<file path="src/hdl/scs_params.svh">
`ifndef SCS_PARAMS_SVH
`define SCS_PARAMS_SVH

`define SCS_CLK_MHZ 40
`define SCS_RATE_WARP_KSPS 1000
`define SCS_RATE_NORMAL_KSPS 800
`define SCS_PER_WARP_CYC ((`SCS_CLK_MHZ * 1000) / `SCS_RATE_WARP_KSPS)
`define SCS_PER_NORMAL_CYC ((`SCS_CLK_MHZ * 1000) / `SCS_RATE_NORMAL_KSPS)
`define SCS_NBITS 16
`define SCS_TRIAL_DIV 2
`define SCS_WAKE_NS 200
`define SCS_WAKE_CYC ((`SCS_WAKE_NS * `SCS_CLK_MHZ + 999) / 1000)
`define SCS_STALE_US 1000
`define SCS_STALE_CYC (`SCS_STALE_US * `SCS_CLK_MHZ)

`define SCS_OFS_CTRL 5'h00
`define SCS_OFS_STATUS 5'h04
`define SCS_OFS_RESULT 5'h08
`define SCS_OFS_IRQ_STS 5'h0C
`define SCS_OFS_IRQ_EN 5'h10
`define SCS_OFS_IRQ_CLR 5'h14

`define SCS_IRQ_DONE 0
`define SCS_IRQ_REFUSED 1
`define SCS_IRQ_ABORT 2
`define SCS_STS_BUSY 0
`define SCS_STS_PDOWN 1
`define SCS_STS_STALE 2

`define SCS_CTRL_RST 2'h0
`define SCS_IEN_RST 3'h0
`define SCS_TRIAL_MSB 16'h8000
`define SCS_SB_MAX 16'hFFFF
`define SCS_SB_MIN 16'h0000
`define SCS_TC_FLIP 16'h8000

`endif

</file>
<file path="src/hdl/scs_pkg.sv">
`default_nettype none
package scs_pkg;
  typedef enum logic [1:0] {
    MODE_NORMAL = 2'h0,
    MODE_WARP = 2'h1,
    MODE_LOWPWR = 2'h2,
    MODE_RSVD = 2'h3
  } scs_mode_type;

  typedef enum logic [2:0] {
    ST_WAIT = 3'h0,
    ST_WAKE = 3'h1,
    ST_CONV = 3'h3,
    ST_DONE = 3'h2,
    ST_ACQ = 3'h6
  } scs_state_type;

  typedef struct packed {
    scs_state_type st;
    scs_mode_type mode;
    logic [7:0] cnt;
    logic [15:0] trial;
    logic [15:0] mask;
    logic [15:0] result;
    logic cvst_q;
    logic [15:0] idle;
    logic stale_cur;
    logic stale_res;
    logic [2:0] ists;
    logic [2:0] ien;
    logic dp_wr;
    logic [4:0] dp_addr;
    logic [31:0] rdata;
  } scs_seq_type;

  typedef struct packed {
    logic [7:0] cnt;
  } scs_div_type;
endpackage
`default_nettype wire

</file>
<file path="src/hdl/scs_tick_div.sv">
`include "scs_params.svh"
`default_nettype none
module scs_tick_div
  import scs_pkg::*;
#(
  parameter int DIV = `SCS_TRIAL_DIV
) (
  input wire logic hclk,
  input wire logic hresetn,
  input wire logic en,
  output logic tick
);
  scs_div_type s, n;

  if (DIV < 2 || DIV > 255) begin : g_chk
    $error("scs_tick_div: DIV must be 2..255");
  end

  always_comb begin
    n = s;
    if (!en || s.cnt == 8'(DIV - 1)) begin
      n.cnt = 8'h00;
    end else begin
      n.cnt = s.cnt + 8'h01;
    end
  end

  // Restarts with every run, so the first trial is a full period long
  assign tick = en && (s.cnt == 8'(DIV - 1));

  always_ff @(posedge hclk or negedge hresetn) begin
    if (!hresetn) begin
      s <= '0;
    end else begin
      s <= n;
    end
  end
endmodule
`default_nettype wire

</file>
<file path="src/hdl/scs_coder.sv">
`include "scs_params.svh"
`default_nettype none
module scs_coder
  import scs_pkg::*;
(
  input wire logic [15:0] raw,
  input wire logic fmt_binary,
  input wire logic over,
  input wire logic under,
  output logic [15:0] code
);
  logic [15:0] sb;

  always_comb begin
    if (over) begin
      sb = `SCS_SB_MAX;
    end else if (under) begin
      sb = `SCS_SB_MIN;
    end else begin
      sb = raw;
    end
    code = fmt_binary ? sb : (sb ^ `SCS_TC_FLIP);
  end
endmodule
`default_nettype wire

</file>
<file path="src/hdl/scs_sequencer.sv">
`include "scs_params.svh"
`default_nettype none
module scs_sequencer
  import scs_pkg::*;
#(
  parameter int TRIAL_DIV = `SCS_TRIAL_DIV,
  parameter int STALE_CYC = `SCS_STALE_CYC
) (
  input wire logic hclk,
  input wire logic hresetn,
  input wire logic hsel,
  input wire logic [31:0] haddr,
  input wire logic [1:0] htrans,
  input wire logic hwrite,
  input wire logic [2:0] hsize,
  input wire logic [31:0] hwdata,
  input wire logic hready,
  output logic hreadyout,
  output logic hresp,
  output logic [31:0] hrdata,
  input wire logic convert_start_n,
  input wire logic reset_in,
  input wire logic power_down_in,
  input wire logic code_format_select,
  input wire logic comp_in,
  input wire logic over_range,
  input wire logic under_range,
  output logic sample_hold,
  output logic [15:0] dac_code,
  output logic analog_power_en,
  output logic busy,
  output logic [15:0] result_out,
  output logic irq
);
  localparam int NB = `SCS_NBITS;
  localparam int CONV_CYC = NB * TRIAL_DIV;
  // Acquisition fills out the frame: trials + done cycle + acq count + exit
  localparam int ACQ_WARP = `SCS_PER_WARP_CYC - CONV_CYC - 2;
  localparam int ACQ_NORM = `SCS_PER_NORMAL_CYC - CONV_CYC - 2;
  localparam int WAKE_CYC = `SCS_WAKE_CYC;

  if (ACQ_WARP < 0 || ACQ_NORM < ACQ_WARP || WAKE_CYC < 1 || WAKE_CYC > 255) begin : g_chk
    $error("scs_sequencer: trial divider too slow for the rated modes");
  end
  if (STALE_CYC < 1 || STALE_CYC > 65535) begin : g_chk_stale
    $error("scs_sequencer: STALE_CYC must be 1..65535");
  end

  scs_seq_type s, n;
  logic tick;
  logic [15:0] coded;
  logic fall;
  logic start;
  logic addr_ph;
  logic [2:0] set_ev;
  logic [2:0] clr_ev;
  logic [31:0] rd;

  scs_tick_div #(
    .DIV(TRIAL_DIV)
  ) u_div (
    .hclk(hclk),
    .hresetn(hresetn),
    .en(s.st == ST_CONV && !reset_in),
    .tick(tick)
  );

  scs_coder u_coder (
    .raw(s.trial),
    .fmt_binary(code_format_select),
    .over(over_range),
    .under(under_range),
    .code(coded)
  );

  assign busy = (s.st == ST_WAKE) || (s.st == ST_CONV) || (s.st == ST_DONE);
  assign sample_hold = busy;
  // Warp and normal keep the array live; low power and power-down only while busy
  assign analog_power_en = busy || (s.mode != MODE_LOWPWR && !power_down_in);
  assign dac_code = s.trial;
  assign result_out = s.result;
  assign irq = |(s.ists & s.ien);
  assign hreadyout = 1'b1;
  assign hresp = 1'b0;
  assign hrdata = s.rdata;
  assign addr_ph = hsel && hready && htrans[1];

  always_comb begin
    n = s;
    start = 1'b0;
    set_ev = 3'h0;
    clr_ev = 3'h0;
    rd = 32'h0000_0000;
    fall = s.cvst_q && !convert_start_n;
    n.cvst_q = convert_start_n;
    if (s.idle != 16'(STALE_CYC)) begin
      n.idle = s.idle + 16'h0001;
    end

    case (s.st)
      ST_WAIT: begin
        start = fall;
      end
      ST_ACQ: begin
        if (s.cnt == 8'h00) begin
          n.st = ST_WAIT;
          start = !convert_start_n;
        end else begin
          n.cnt = s.cnt - 8'h01;
        end
      end
      ST_WAKE: begin
        if (s.cnt == 8'h00) begin
          n.st = ST_CONV;
        end else begin
          n.cnt = s.cnt - 8'h01;
        end
      end
      ST_CONV: begin
        if (tick) begin
          // Drop the trial bit when the comparator says too high
          n.trial = (comp_in ? s.trial : (s.trial & ~s.mask)) | (s.mask >> 1);
          n.mask = s.mask >> 1;
          if (s.mask == 16'h0001) begin
            n.st = ST_DONE;
          end
        end
      end
      ST_DONE: begin
        n.result = coded;
        n.stale_res = s.stale_cur;
        n.st = ST_ACQ;
        n.cnt = (s.mode == MODE_WARP) ? 8'(ACQ_WARP) : 8'(ACQ_NORM);
        set_ev[`SCS_IRQ_DONE] = 1'b1;
      end
      default: begin
        n.st = ST_WAIT;
      end
    endcase

    if (start) begin
      if (power_down_in) begin
        set_ev[`SCS_IRQ_REFUSED] = 1'b1;
        n.st = ST_WAIT;
      end else begin
        n.st = (s.mode == MODE_LOWPWR) ? ST_WAKE : ST_CONV;
        n.cnt = 8'(WAKE_CYC - 1);
        n.trial = `SCS_TRIAL_MSB;
        n.mask = `SCS_TRIAL_MSB;
        // Only warp loses accuracy after a long gap; flagged for the host
        n.stale_cur = (s.mode == MODE_WARP) && (s.idle == 16'(STALE_CYC));
        n.idle = 16'h0000;
      end
    end

    if (reset_in) begin
      set_ev[`SCS_IRQ_ABORT] = busy;
      n.st = ST_WAIT;
      n.trial = 16'h0000;
      n.mask = 16'h0000;
    end

    if (s.dp_wr) begin
      case (s.dp_addr)
        `SCS_OFS_CTRL: n.mode = scs_mode_type'(hwdata[1:0]);
        `SCS_OFS_IRQ_EN: n.ien = hwdata[2:0];
        `SCS_OFS_IRQ_CLR: clr_ev = hwdata[2:0];
        default: n.ien = s.ien;
      endcase
    end
    // New events win over a clear in the same cycle
    n.ists = (s.ists & ~clr_ev) | set_ev;

    n.dp_wr = addr_ph && hwrite && hsize == 3'h2 && haddr[31:5] == 27'h000_0000;
    n.dp_addr = haddr[4:0];
    // Read mux sees this cycle's write to mode and interrupt enable, so write-then-read returns new data for those two
    if (haddr[31:5] == 27'h000_0000) begin
      case (haddr[4:0])
        `SCS_OFS_CTRL: rd = {30'h0000_0000, n.mode};
        `SCS_OFS_STATUS: begin
          rd[`SCS_STS_BUSY] = busy;
          rd[`SCS_STS_PDOWN] = power_down_in;
          rd[`SCS_STS_STALE] = s.stale_res;
        end
        `SCS_OFS_RESULT: rd = {16'h0000, s.result};
        `SCS_OFS_IRQ_STS: rd = {29'h0000_0000, s.ists};
        `SCS_OFS_IRQ_EN: rd = {29'h0000_0000, n.ien};
        default: rd = 32'h0000_0000;
      endcase
    end
    if (addr_ph && !hwrite) begin
      n.rdata = rd;
    end
  end

  always_ff @(posedge hclk or negedge hresetn) begin
    if (!hresetn) begin
      s <= '0;
      s.st <= ST_WAIT;
      s.mode <= scs_mode_type'(`SCS_CTRL_RST);
      s.ien <= `SCS_IEN_RST;
      s.cvst_q <= 1'b1;
      s.idle <= 16'(STALE_CYC);
    end else begin
      s <= n;
    end
  end

  localparam int CONV_MAX = NB * TRIAL_DIV;
  logic in_conv;
  logic st_done;
  assign in_conv = (s.st == ST_CONV);
  assign st_done = (s.st == ST_DONE);
endmodule
`default_nettype wire

</file>
<file path="config.mk">
export PLATFORM = sky130hd
export DESIGN_NAME = scs_sequencer
export DESIGN_NICKNAME = d
export VERILOG_FILES = /design/src/hdl/scs_pkg.sv /design/src/hdl/scs_tick_div.sv /design/src/hdl/scs_coder.sv /design/src/hdl/scs_sequencer.sv
export VERILOG_INCLUDE_DIRS = /design/src /design/src/hdl
export SDC_FILE = /design/constraint.sdc
export NUM_CORES = 1
export LEC_CHECK = 0
export BUFFER_PORTS_ARGS = -buffer_cell sky130_fd_sc_hd__buf_2
export CORE_MARGIN = 4
export CORE_UTILIZATION = 53
export CTS_CLUSTER_SIZE = 12
export DETAILED_ROUTE_END_ITERATION = 8
export PLACE_DENSITY = 0.8
export SLEW_MARGIN = 30
export SYNTH_ARGS = -nofsm -noshare
export SYNTH_HDL_FRONTEND = slang
export SYNTH_SLANG_ARGS = --single-unit
</file>
<file path="constraint.sdc">
create_clock -name hclk -period 3 [get_ports hclk]
set_input_delay 0.9 -clock hclk [delete_from_list [all_inputs] [get_ports hclk]]
set_output_delay 0.9 -clock hclk [all_outputs]
set_load 0.02 [all_outputs]
</file>
### Word-level counts from Yosys, hierarchy flattened

Index checks and enable logic that the tools add are counted.

| cells by class | value |
|---|---|
| eq/ne operators | 23 |
| add/subtract/negate cells | 3 |
| reductions and logical operators | 29 |
| mux-type cells | 40 |
| bitwise logic cells | 9 |

Operator list:

| kind | number |
|---|---|
| two-way mux 16 bit | 6 |
| two-way mux 32 bit | 3 |
| two-way mux 40 bit | 2 |
| two-way mux 17 bit | 2 |
| two-way mux 3 bit | 10 |
| case mux 3 bit (5 select lines) | 2 |
| logical NOT 27 bit | 1 |
| adder 16 x 1 -> 16 bit (second input constant) | 1 |
| bitwise AND 16 bit | 1 |
| == test 16 x 1 -> 1 bit (second input constant) | 1 |
| == test 16 bit (second input constant) | 1 |
| two-way mux 8 bit | 2 |
| != test 16 bit (second input constant) | 1 |
| NOT 16 bit | 1 |
| OR 16 x 15 -> 16 bit | 1 |
| case mux 8 bit (2 select lines) | 1 |
| == test 5 bit (second input constant) | 3 |
| two-way mux 13 bit | 1 |
| logical AND 1 bit | 11 |
| == test 5 x 4 -> 1 bit (second input constant) | 2 |
| logical NOT 5 bit | 2 |
| == test 3 x 2 -> 1 bit (second input constant) | 3 |
| adder 8 x 1 -> 8 bit (second input constant) | 1 |
| == test 8 x 1 -> 1 bit (second input constant) | 1 |
| 26 further kinds | 44 |

| word-level totals | value |
|---|---|
| input bits | 81 |
| register bits | 132 |
| logic and storage cells | 120 |

### Depth between registers and ports, before layout

Gate-level depths: netlist of run 1.

| logic depth | value |
|---|---|
| word-level depth | 9 |
| depth in mapped cells | 10 |
| gate-level depth less buffers | 7 |

### Modules after synthesis

From an unflattened synthesis of run 1, not the netlist that was laid out.

| unflattened totals | value |
|---|---|
| cells, all modules | 597 |
| area, all modules | 5,989.5 um^2 |

By module, submodules not included:

| module | instances | area an instance (um^2) | cells an instance | seq. area each (um^2) |
|---|---|---|---|---|
| scs_sequencer | 1 | 5,417.7 | 536 | 2,710.1 |
| scs_tick_div | 1 | 401.6 | 40 | 200.2 |
| scs_coder | 1 | 170.2 | 21 | 0.0 |

### Worst setup path after synthesis of run 1

Ideal clock, no wire load.

| timing | value |
|---|---|
| kind | input -> register |
| start | input port haddr[15] |
| end | register s (netlist bit hrdata[10]) |
| arrival | 2.309 ns |
| stages | 6 |
| path slack | 0.624 ns |
| path buffers | 1 |
| data required time | 2.934 ns |
| cells stage by stage | nor4_1 -> nand4_1 -> nor4_1 -> and3_1 -> buf_1 -> a22o_1 |

| on the way | value |
|---|---|
| word-level cells in the longest chain between the ends | 2 |

Ends and longest elaborated chain:

| item | RTL line | RTL |
|---|---|---|
| from (decl) | scs_sequencer.sv:12 | `input wire logic [31:0] haddr,` |
| logical NOT 27 bit | scs_sequencer.sv:177 | `if (haddr[31:5] == 27'h000_0000) begin` |
| two-way mux 16 bit | scs_sequencer.sv:177 |  |
| to (signal assigned) | scs_sequencer.sv:205 | `s <= n;` |
| to (decl) | scs_sequencer.sv:49 | `scs_seq_type s, n;` |

No other way between the ends.
A chain may end at the register's enable or synchronous reset.

==> results of run 1 <==
layer usage:
metal,vias up,part of all wire [%],GRT usage (%)
met5,-,0,0
met3,15,6.2,5.78
met1,2261,42,25.9
li1,2162,-,-
met4,0,1.0,6.81
met2,165,51,36.8
path summary, 6_finish.rpt:
kind | end | start
min | hrdata[11] | hresetn
max in group asynchronous | s[52] | hresetn
max | s[112] | s[111]
max reg2reg | s[112] | s[111]
min reg2reg | hrdata[5] | hrdata[5]
min in group hclk | hrdata[5] | hrdata[5]
layout make-up:
cell class,count,area (µm²)
Timing Repair Buffer,111,606
Clock buffer,19,442
Tap cell,140,175
Fill cell,864,4200
Inverter,10,37.5
Multi-Input combinational cell,408,2350
Sequential cell,116,2910
Clock inverter,13,123
cells in the final DEF, fill, tap and decap left out, types with 6 or more instances in the layout:
master / netlist / final
xnor2_1: 9 / 9
nand3_1: 14 / 14
buf_2: 2 / 101
dfrtp_1: 110 / 110
a22o_1: 19 / 19
nand4_1: 7 / 7
dfstp_2: 6 / 6
nand2b_1: 7 / 7
nor4_1: 16 / 16
xor2_1: 11 / 11
nand2_1: 82 / 82
inv_1: 10 / 10
conb_1: 2 / 18
or3_1: 6 / 6
nor2_1: 54 / 53
nor3_1: 6 / 6
buf_4: 72 / 8
mux2_2: 8 / 8
clkbuf_16: 0 / 16
a21oi_1: 75 / 75
o21ai_0: 12 / 12
state kept, by name, indices dropped and copies added (netlist names):
signal and cells:
s 60, dac_code 16, hrdata 16, result_out 16
u_div.s 8
cell families after synthesis:
family / synth area share [%]
other cells: 0.128
buf+inv: 11.2
fa+ha+maj: 1.07
compound gates: 13.6
xor+xnor: 3.00
mux: 1.88
flops: 49.8
simple gates: 19.4
where the power goes:
group	switching, mW	internal [mW]
clock	0.740	1.15
combinational	0.635	0.370
sequential	0.226	1.77
total	1.60	3.29
per-stage QoR:
| step | util, % | instances |
|---|---|---|
| floorplan | - | 624 |
| global placement | 56.1 | 785 |
| detailed placement | 56.1 | 785 |
| CTS | 61.3 | 817 |
| global route | 61.3 | 817 |
| finish | 61.3 | 817 |
==> flow_summary.ini, run 1 <==
[power]
p_total_mw = 4.89
p_leak_nw = 3.01
max-vdd-ir-drop_mv = 0.438
power.density_nw_per_um2 = 736

[placed_design]
gp_congestion = 0.878
dp_hpwl_um = 9360
post_dp_cell_area_um2 = 6080
dp_slack_ps = 334
io_buffers = 102

[die]
core_area_um2 = 10800
rows = 38
die_x_um = 113
fp.dieH_um = 113
dieArea_um2 = 12800
start_util_pct = 53.9
io-pin-count = 151

[critical_path]
cp.arrival_ps = 3080
ff2ff_path_depth = 8
crit_cells = 8
crit_path_max_fanout = 38
cpMaxStageDelayCell = or4b_1
crit_family = simple AND/OR/NAND/NOR gates
crit_path_start_kind = register
rrSetupSlack_ps = 320
worstPathRequired_ps = 3400
slowest_delay_ps = 600
worstSetupPathType = reg -> reg
path_cells = inv_1 > ha_1 > or4b_1 > nand4bb_4 > a211oi_4 > buf_4 > a31oi_1 > o31ai_1
worstSetupEndpointType = register
crit_buf_inv = 2

[layout]
areaGrowthSynthToFinish_pct = 13.6
antennaDiodeCount = 0
drive_gt1_share_pct = 24.8
post-route-cell-area_um2 = 6640
final_nets = 750

[yosys]
ys_seq_elements = 116
synth_cell_types = 62
synth_seq_area_share_pct = 49.8
synth_area_leaders = dfrtp_1, buf_4, a21oi_1
yosysTopAreaCell = dfrtp_1
synth_edf_count = 0
syn_inst = 608
synth_top_area_share_pct = 47.1
syn_avg_cell_area_um2 = 9.62
synthMostInstantiatedCell = dfrtp_1
netlist_area_um2 = 5850
yosys_warnings = 0
synthFlopType = dfrtp_1
synthArstFlopShare_pct = 100
synthTopCellsByCount = dfrtp_1, nand2_1, a21oi_1, buf_4, nor2_1

[routing]
wl_per_cell_um = 16.4
viasPerCell = 5.63
totalWireLength_um = 13400
first_pass_iters = 5
ant_nets = 0
drt-initial-drc-count = 330
drc = 0
num_vias = 4603

[global_routing]
grt_pass1_wl_um = 21700
grt_overflow = 0
grt_pass1_vias = 4506
antenna_found_initial = 0
grtUsageTotal_pct = 21.3
grt_max_degree = 47

[sta]
min_period_ps = 2680
fmax_mhz = 373
setup_viol = 0
max_slew_margin_pct = 58.2
fin_crit_sh_pct = 89.3
whs_ps = 404
rsz0062_at_grt = false
layout_setup_ws_ps = 322
fin_setup_tns_ps = 0
finClkSkew_ps = 9.10
final_max_slew_viol_count = 0
finalHoldViolCount = 0
worst_pin_slew_ps = 627

[cts]
cts_buffers = 17
clockBufferDepth = 2
path_clk_slew_ps = 60
cts-root-buf = clkbuf_8
post-cts-setup-buffers = 0
cts_resized = 0
hold_buffers = 0
cts_tree = built
cts_sinks = 116
htree_num_levels = 4
clk_latency_ps = 510

[hold_path]
worstHoldPathType = in -> async

[outcome]
outcome = completed

[job]
drv_cap = 0
Note: power is estimated with default switching activity, not from simulation.
==> run 2, diff against run 1 <==
Settings changed: ABC_AREA set to 1, CORE_UTILIZATION 53 to 54.
==> flow_summary.ini, run 2 <==
[routing]
drc = 0
ant_nets = 0
totalWireLength_um = 13800
wl_per_cell_um = 13.4
first_pass_iters = 6
viasPerCell = 5.05
drt-initial-drc-count = 455
num_vias = 5201

[sta]
fin_crit_sh_pct = 88.0
min_period_ps = 2640
finalHoldViolCount = 0
setup_viol = 0
fmax_mhz = 379
worst_pin_slew_ps = 757
fin_setup_tns_ps = 0
layout_setup_ws_ps = 361
final_max_slew_viol_count = 0
finClkSkew_ps = 6.28
rsz0062_at_grt = false
max_slew_margin_pct = 49.5

[yosys]
synth_xor_area_share_pct = 1.52
synthFlopType = dfrtp_1
synth_mux_area_share_pct = 0
syn_avg_cell_area_um2 = 7.79
synth_top_family_by_area = simple AND/OR/NAND/NOR gates
yosys_warnings = 0
ys_seq_elements = 116
synth-compound-area-share_pct = 10.1
netlist_area_um2 = 6350
synth-simple-area-share_pct = 24.3
synthAdderAreaFrac_pct = 0.986
synth_cell_types = 40
synth_seq_area_share_pct = 45.9
synthTopCellsByCount = nand2_1, inv_1, nor2_1, dfrtp_1, o21ai_0
synthMostInstantiatedCell = nand2_1
synth_area_leaders = dfrtp_1, buf_4, nand2_1
yosysTopAreaCell = dfrtp_1
synth_edf_count = 0
syn_inst = 815
synthArstFlopShare_pct = 100
synth_top_area_share_pct = 43.4

[global_routing]
grt_pass1_wl_um = 22200
grt_max_degree = 35
grt_pass1_vias = 4785
grtUsageTotal_pct = 20.8
antenna_found_initial = 0
grt_overflow = 0

[critical_path]
slowest_delay_ps = 480
crit_path_max_fanout = 8
crit_path_start_kind = register
cpMaxStageDelayCell = dfrtp_1
r2r_start = s[111]
worstSetupPathType = reg -> out
startpoint = s[122]
crit_end = analog_power_en
path_cells = o21ai_0 > buf_4 > inv_1 > or2_2 > buf_2
cp.arrival_ps = 1740
worstSetupEndpointType = primary output
worstPathRequired_ps = 2100
ff2ff_path_depth = 10
rrSetupSlack_ps = 880
r2r-end = s[45]

[power]
max-vdd-ir-drop_mv = 0.600
p_leak_nw = 3.68
power.density_nw_per_um2 = 770

[cts]
cts_resized = 0
cts_sinks = 116
hold_buffers = 0
clockBufferDepth = 2
cts_buffers = 17
path_clk_slew_ps = 50
clk_latency_ps = 420
post-cts-setup-buffers = 0
cts-root-buf = clkbuf_16
htree_num_levels = 4
cts_tree = built

[layout]
post-route-util_pct = 62.8
largest-register = s
final_nets = 960
antennaDiodeCount = 0
largest_register_ffs = 60
drive_gt1_share_pct = 19.3
fillers = 935
mostFrequentLayoutCells = nand2_1, inv_1, nor2_1
areaGrowthSynthToFinish_pct = 13.4
final_common_cell = nand2_1

[placed_design]
io_buffers = 102
dp_slack_ps = 490
dp_hpwl_um = 9530
gp_congestion = 0.856

[die]
rows = 39
dieArea_um2 = 13600
io-pin-count = 151
core_area_um2 = 11500
die_x_um = 116
fp.dieH_um = 116
start_util_pct = 55.3

[job]
drv_cap = 0

[hold_path]
worstHoldPathType = in -> async

[outcome]
outcome = completed
## run 2: changes by cell type after synthesis, moves of 7 or more
| cell | previous run | this run |
|---|---|---|
| o21ai_0 | 12 | 74 |
| nor4_1 | 16 | 1 |
| nand2_1 | 82 | 136 |
| nand2b_1 | 7 | 0 |
| nor2_4 | 0 | 8 |
| nor2_1 | 54 | 122 |
| a21oi_1 | 75 | 25 |
| clkbuf_1 | 14 | 7 |
| o21ai_1 | 0 | 9 |
| mux2_2 | 8 | 0 |
| a22o_1 | 19 | 0 |
| inv_1 | 10 | 123 |
| nand3_1 | 14 | 37 |
## run 2: area by class of cell
class                      instances  area, µm²  area share, %
sequential                       116       2910           40.4
multi-input combinational        504       2410           33.5
timing repair buffer             107        551           7.65
inverter                         128        480           6.68
clock buffer                      18        439           6.10
clock inverter                    14        225           3.13
tap                              143        179           2.49
## run 2: metrics by stage
step	hold WS [ps]	total power [mW]	area [µm²]	cells
3_5_place_dp	461	3.29	6530	998
2_1_floorplan	450	3.06	6410	831
3_3_place_gp	460	3.25	6530	998
5_1_grt	460	5.86	7200	1030
4_1_cts	437	5.56	7200	1030
6_report	429	5.54	7200	1030
## run 2: power by group
part           total, mW  internal [mW]  switching (mW)
Clock               2.25           1.50           0.747
Sequential          1.99           1.81           0.185
Combinational       1.30          0.425           0.878
## run 2: cell families after synthesis
kind of cell,after synthesis
buffers and inverters,211
adder cells (fa/ha/maj),5
other,2
XOR/XNOR,11
AND/OR/NAND/NOR,348
AO/OA/AOI/OAI,122
flip-flops,116
## run 2: critical path, delay by kind of cell (launching register included)
kind | cells | cell delay (ps)
AOI/OAI and AO/OA | 1 | 200
and+or+nand+nor | 1 | 260
buffers and inverters | 3 | 390
DFF | 1 | 480
## run 2: worst min-delay path by stage
stage / from / end / slack (ps) / depth (start not counted)
after global placement: hrdata[1] / hrdata[1] / 460 / 2
after global routing: hresetn / s[51] / 460 / 1
final: hresetn / s[51] / 430 / 1
after detailed placement: hrdata[2] / hrdata[2] / 460 / 2
after CTS: hresetn / s[51] / 440 / 1
after floorplan: hrdata[0] / hrdata[0] / 450 / 2
## run 2: layer usage
metal,vias up,wire [µm],share of wire (%),track usage (%)
met5,-,0,0,0
met4,0,374,2.7,9.20
met3,39,1070,7.7,5.80
met2,197,6570,47,33.5
met1,2371,5820,42,26.3
li1,2594,-,-,-
==> run 3, diff against run 2 <==
--- a/config.mk
+++ b/config.mk
@@ -10,8 +10,8 @@
 export BUFFER_PORTS_ARGS = -buffer_cell sky130_fd_sc_hd__buf_2
 export CORE_MARGIN = 4
-export CORE_UTILIZATION = 54
+export CORE_UTILIZATION = 46
 export CTS_CLUSTER_SIZE = 12
 export DETAILED_ROUTE_END_ITERATION = 8
-export PLACE_DENSITY = 0.8
+export PLACE_DENSITY = 0.7
 export SLEW_MARGIN = 30
 export SYNTH_ARGS = -nofsm -noshare
==> constraint.sdc (replaced) <==
create_clock -name hclk -period 3 [get_ports hclk]
set_input_delay 0.9 -clock hclk [delete_from_list [all_inputs] [get_ports hclk]]
set_output_delay 0.9 -clock hclk [all_outputs]
set_load 0.01 [all_outputs]
==> flow_summary.ini, run 3 (synthesis results as in run 2) <==
[power]
pwr-share-clk_pct = 37.9
power_switching_mw = 1.67
switching_share_pct = 32.8
sequentialPowerShare_pct = 38.9
max-vdd-ir-drop_mv = 0.491
p_comb_share_pct = 23.1
p_leak_nw = 3.65
power.density_nw_per_um2 = 710
p_int_mw = 3.43

[sta]
max_slew_margin_pct = 50.8
fmax_mhz = 381
finClkSkew_ps = 10.7
fin_setup_tns_ps = 0
finalHoldViolCount = 0
setup_viol = 0
fin_crit_sh_pct = 87.5
final_max_slew_viol_count = 0
min_period_ps = 2620
rsz0062_at_grt = false
worst_pin_slew_ps = 738

[die]
rows = 42
core_area_um2 = 13400
die_x_um = 125
io-pin-count = 151
start_util_pct = 47.4
fp.dieH_um = 125
dieArea_um2 = 15700

[global_routing]
grt_max_degree = 40
grtUsageTotal_pct = 17.2
grt_pass1_wl_um = 22300
grt_pass1_vias = 4786
antenna_found_initial = 0
grt_overflow = 0

[critical_path]
worstPathRequired_ps = 2100
rrSetupSlack_ps = 910
cp.arrival_ps = 1720
r2r-end = s[45]
r2r_start = s[111]
startpoint = s[122]
worstSetupEndpointType = primary output
crit_path_start_kind = register
crit_path_max_fanout = 8
crit_end = analog_power_en
ff2ff_path_depth = 10
worstSetupPathType = reg -> out

[layout]
areaGrowthSynthToFinish_pct = 13.1
drive_gt1_share_pct = 19.3
final_common_cell = nand2_1
largest_register_ffs = 60
final_nets = 960
largest-register = s
fin_cells = 1063
mostFrequentLayoutCells = nand2_1, inv_1, nor2_1
antennaDiodeCount = 0

[placed_design]
dp_cells = 1031
dp_hpwl_um = 9690
gp_congestion = 0.885
io_buffers = 102

[routing]
drc = 0
wl_per_cell_um = 12.5
ant_nets = 0
first_pass_iters = 5
totalWireLength_um = 13300
num_vias = 5074
drt-initial-drc-count = 408
viasPerCell = 4.77

[outcome]
outcome = completed

[hold_path]
worstHoldPathType = in -> async

[cts]
cts_tree = built
cts_resized = 0
cts-root-buf = clkbuf_16
path_clk_slew_ps = 60
cts_sinks = 116
hold_buffers = 0
cts_buffers = 17
clk_latency_ps = 410
post-cts-setup-buffers = 0
htree_num_levels = 4
clockBufferDepth = 2

[job]
drv_cap = 0
==> run 3: cell types whose count changed in the layout (fill, tap and decap cells not counted), sizes merged <==
cell    delta
clkbuf     +1
inv        +1
bufinv     -4
clkinv     +2
==> run 3: worst min path at each step <==
stage / slack [ps] / from / endpoint / cells past startpoint
6_report: 470 / hresetn / s[51] / 1
5_1_grt: 500 / hresetn / s[49] / 1
4_1_cts: 480 / hrdata[2] / hrdata[2] / 2
3_5_place_dp: 460 / hrdata[2] / hrdata[2] / 2
3_3_place_gp: 460 / hrdata[5] / hrdata[5] / 2
2_1_floorplan: 450 / hrdata[0] / hrdata[0] / 2
==> run 3: area by class of cell <==
class                   count  area [µm²]
inverters                 128         480
fillers                  1221        6220
multi-input cells         504        2410
clock inverters            13         124
well taps                 176         220
clock buffers              19         453
repair buffers            107         576
flip-flops and latches    116        2910
==> run 3: power groups by stage <==
stage	Clock [mW]	Combinational [mW]	Sequential (mW)
finish	1.93	1.18	1.98
global route	2.03	1.36	2.02
CTS	1.97	1.19	1.98
detailed placement	0	1.18	2.01
global placement	0	1.15	2.00
floorplan	0	0.988	1.96
==> run 3: per-layer routing <==
metal,wire [µm],vias to the layer above,track usage [%],part of all wire (%)
li1,-,2602,-,-
met1,6100,2326,22.3,46
met2,6240,135,28.3,47
met3,772,11,4.48,5.8
met4,155,0,5.74,1.2
met5,0,-,0,0
==> run 3: worst max-delay path, stage by stage (launching register included) <==
cell	delay [ps]
dfrtp_1	460
o21ai_0	200
buf_4	170
inv_1	70
or2_2	260
buf_2	140
==> run 3: through the flow <==
stage | setup slack [ps] | power [mW] | utilization [%] | area [µm²] | hold slack (ps)
detailed placement | 510 | 3.19 | 49.2 | 6600 | 464
global route | 279 | 5.41 | 53.5 | 7180 | 502
CTS | 358 | 5.14 | 53.5 | 7180 | 480
finish | 375 | 5.10 | 53.5 | 7180 | 465
global placement | 501 | 3.16 | 49.2 | 6600 | 462
floorplan | 853 | 2.95 | - | 6410 | 450
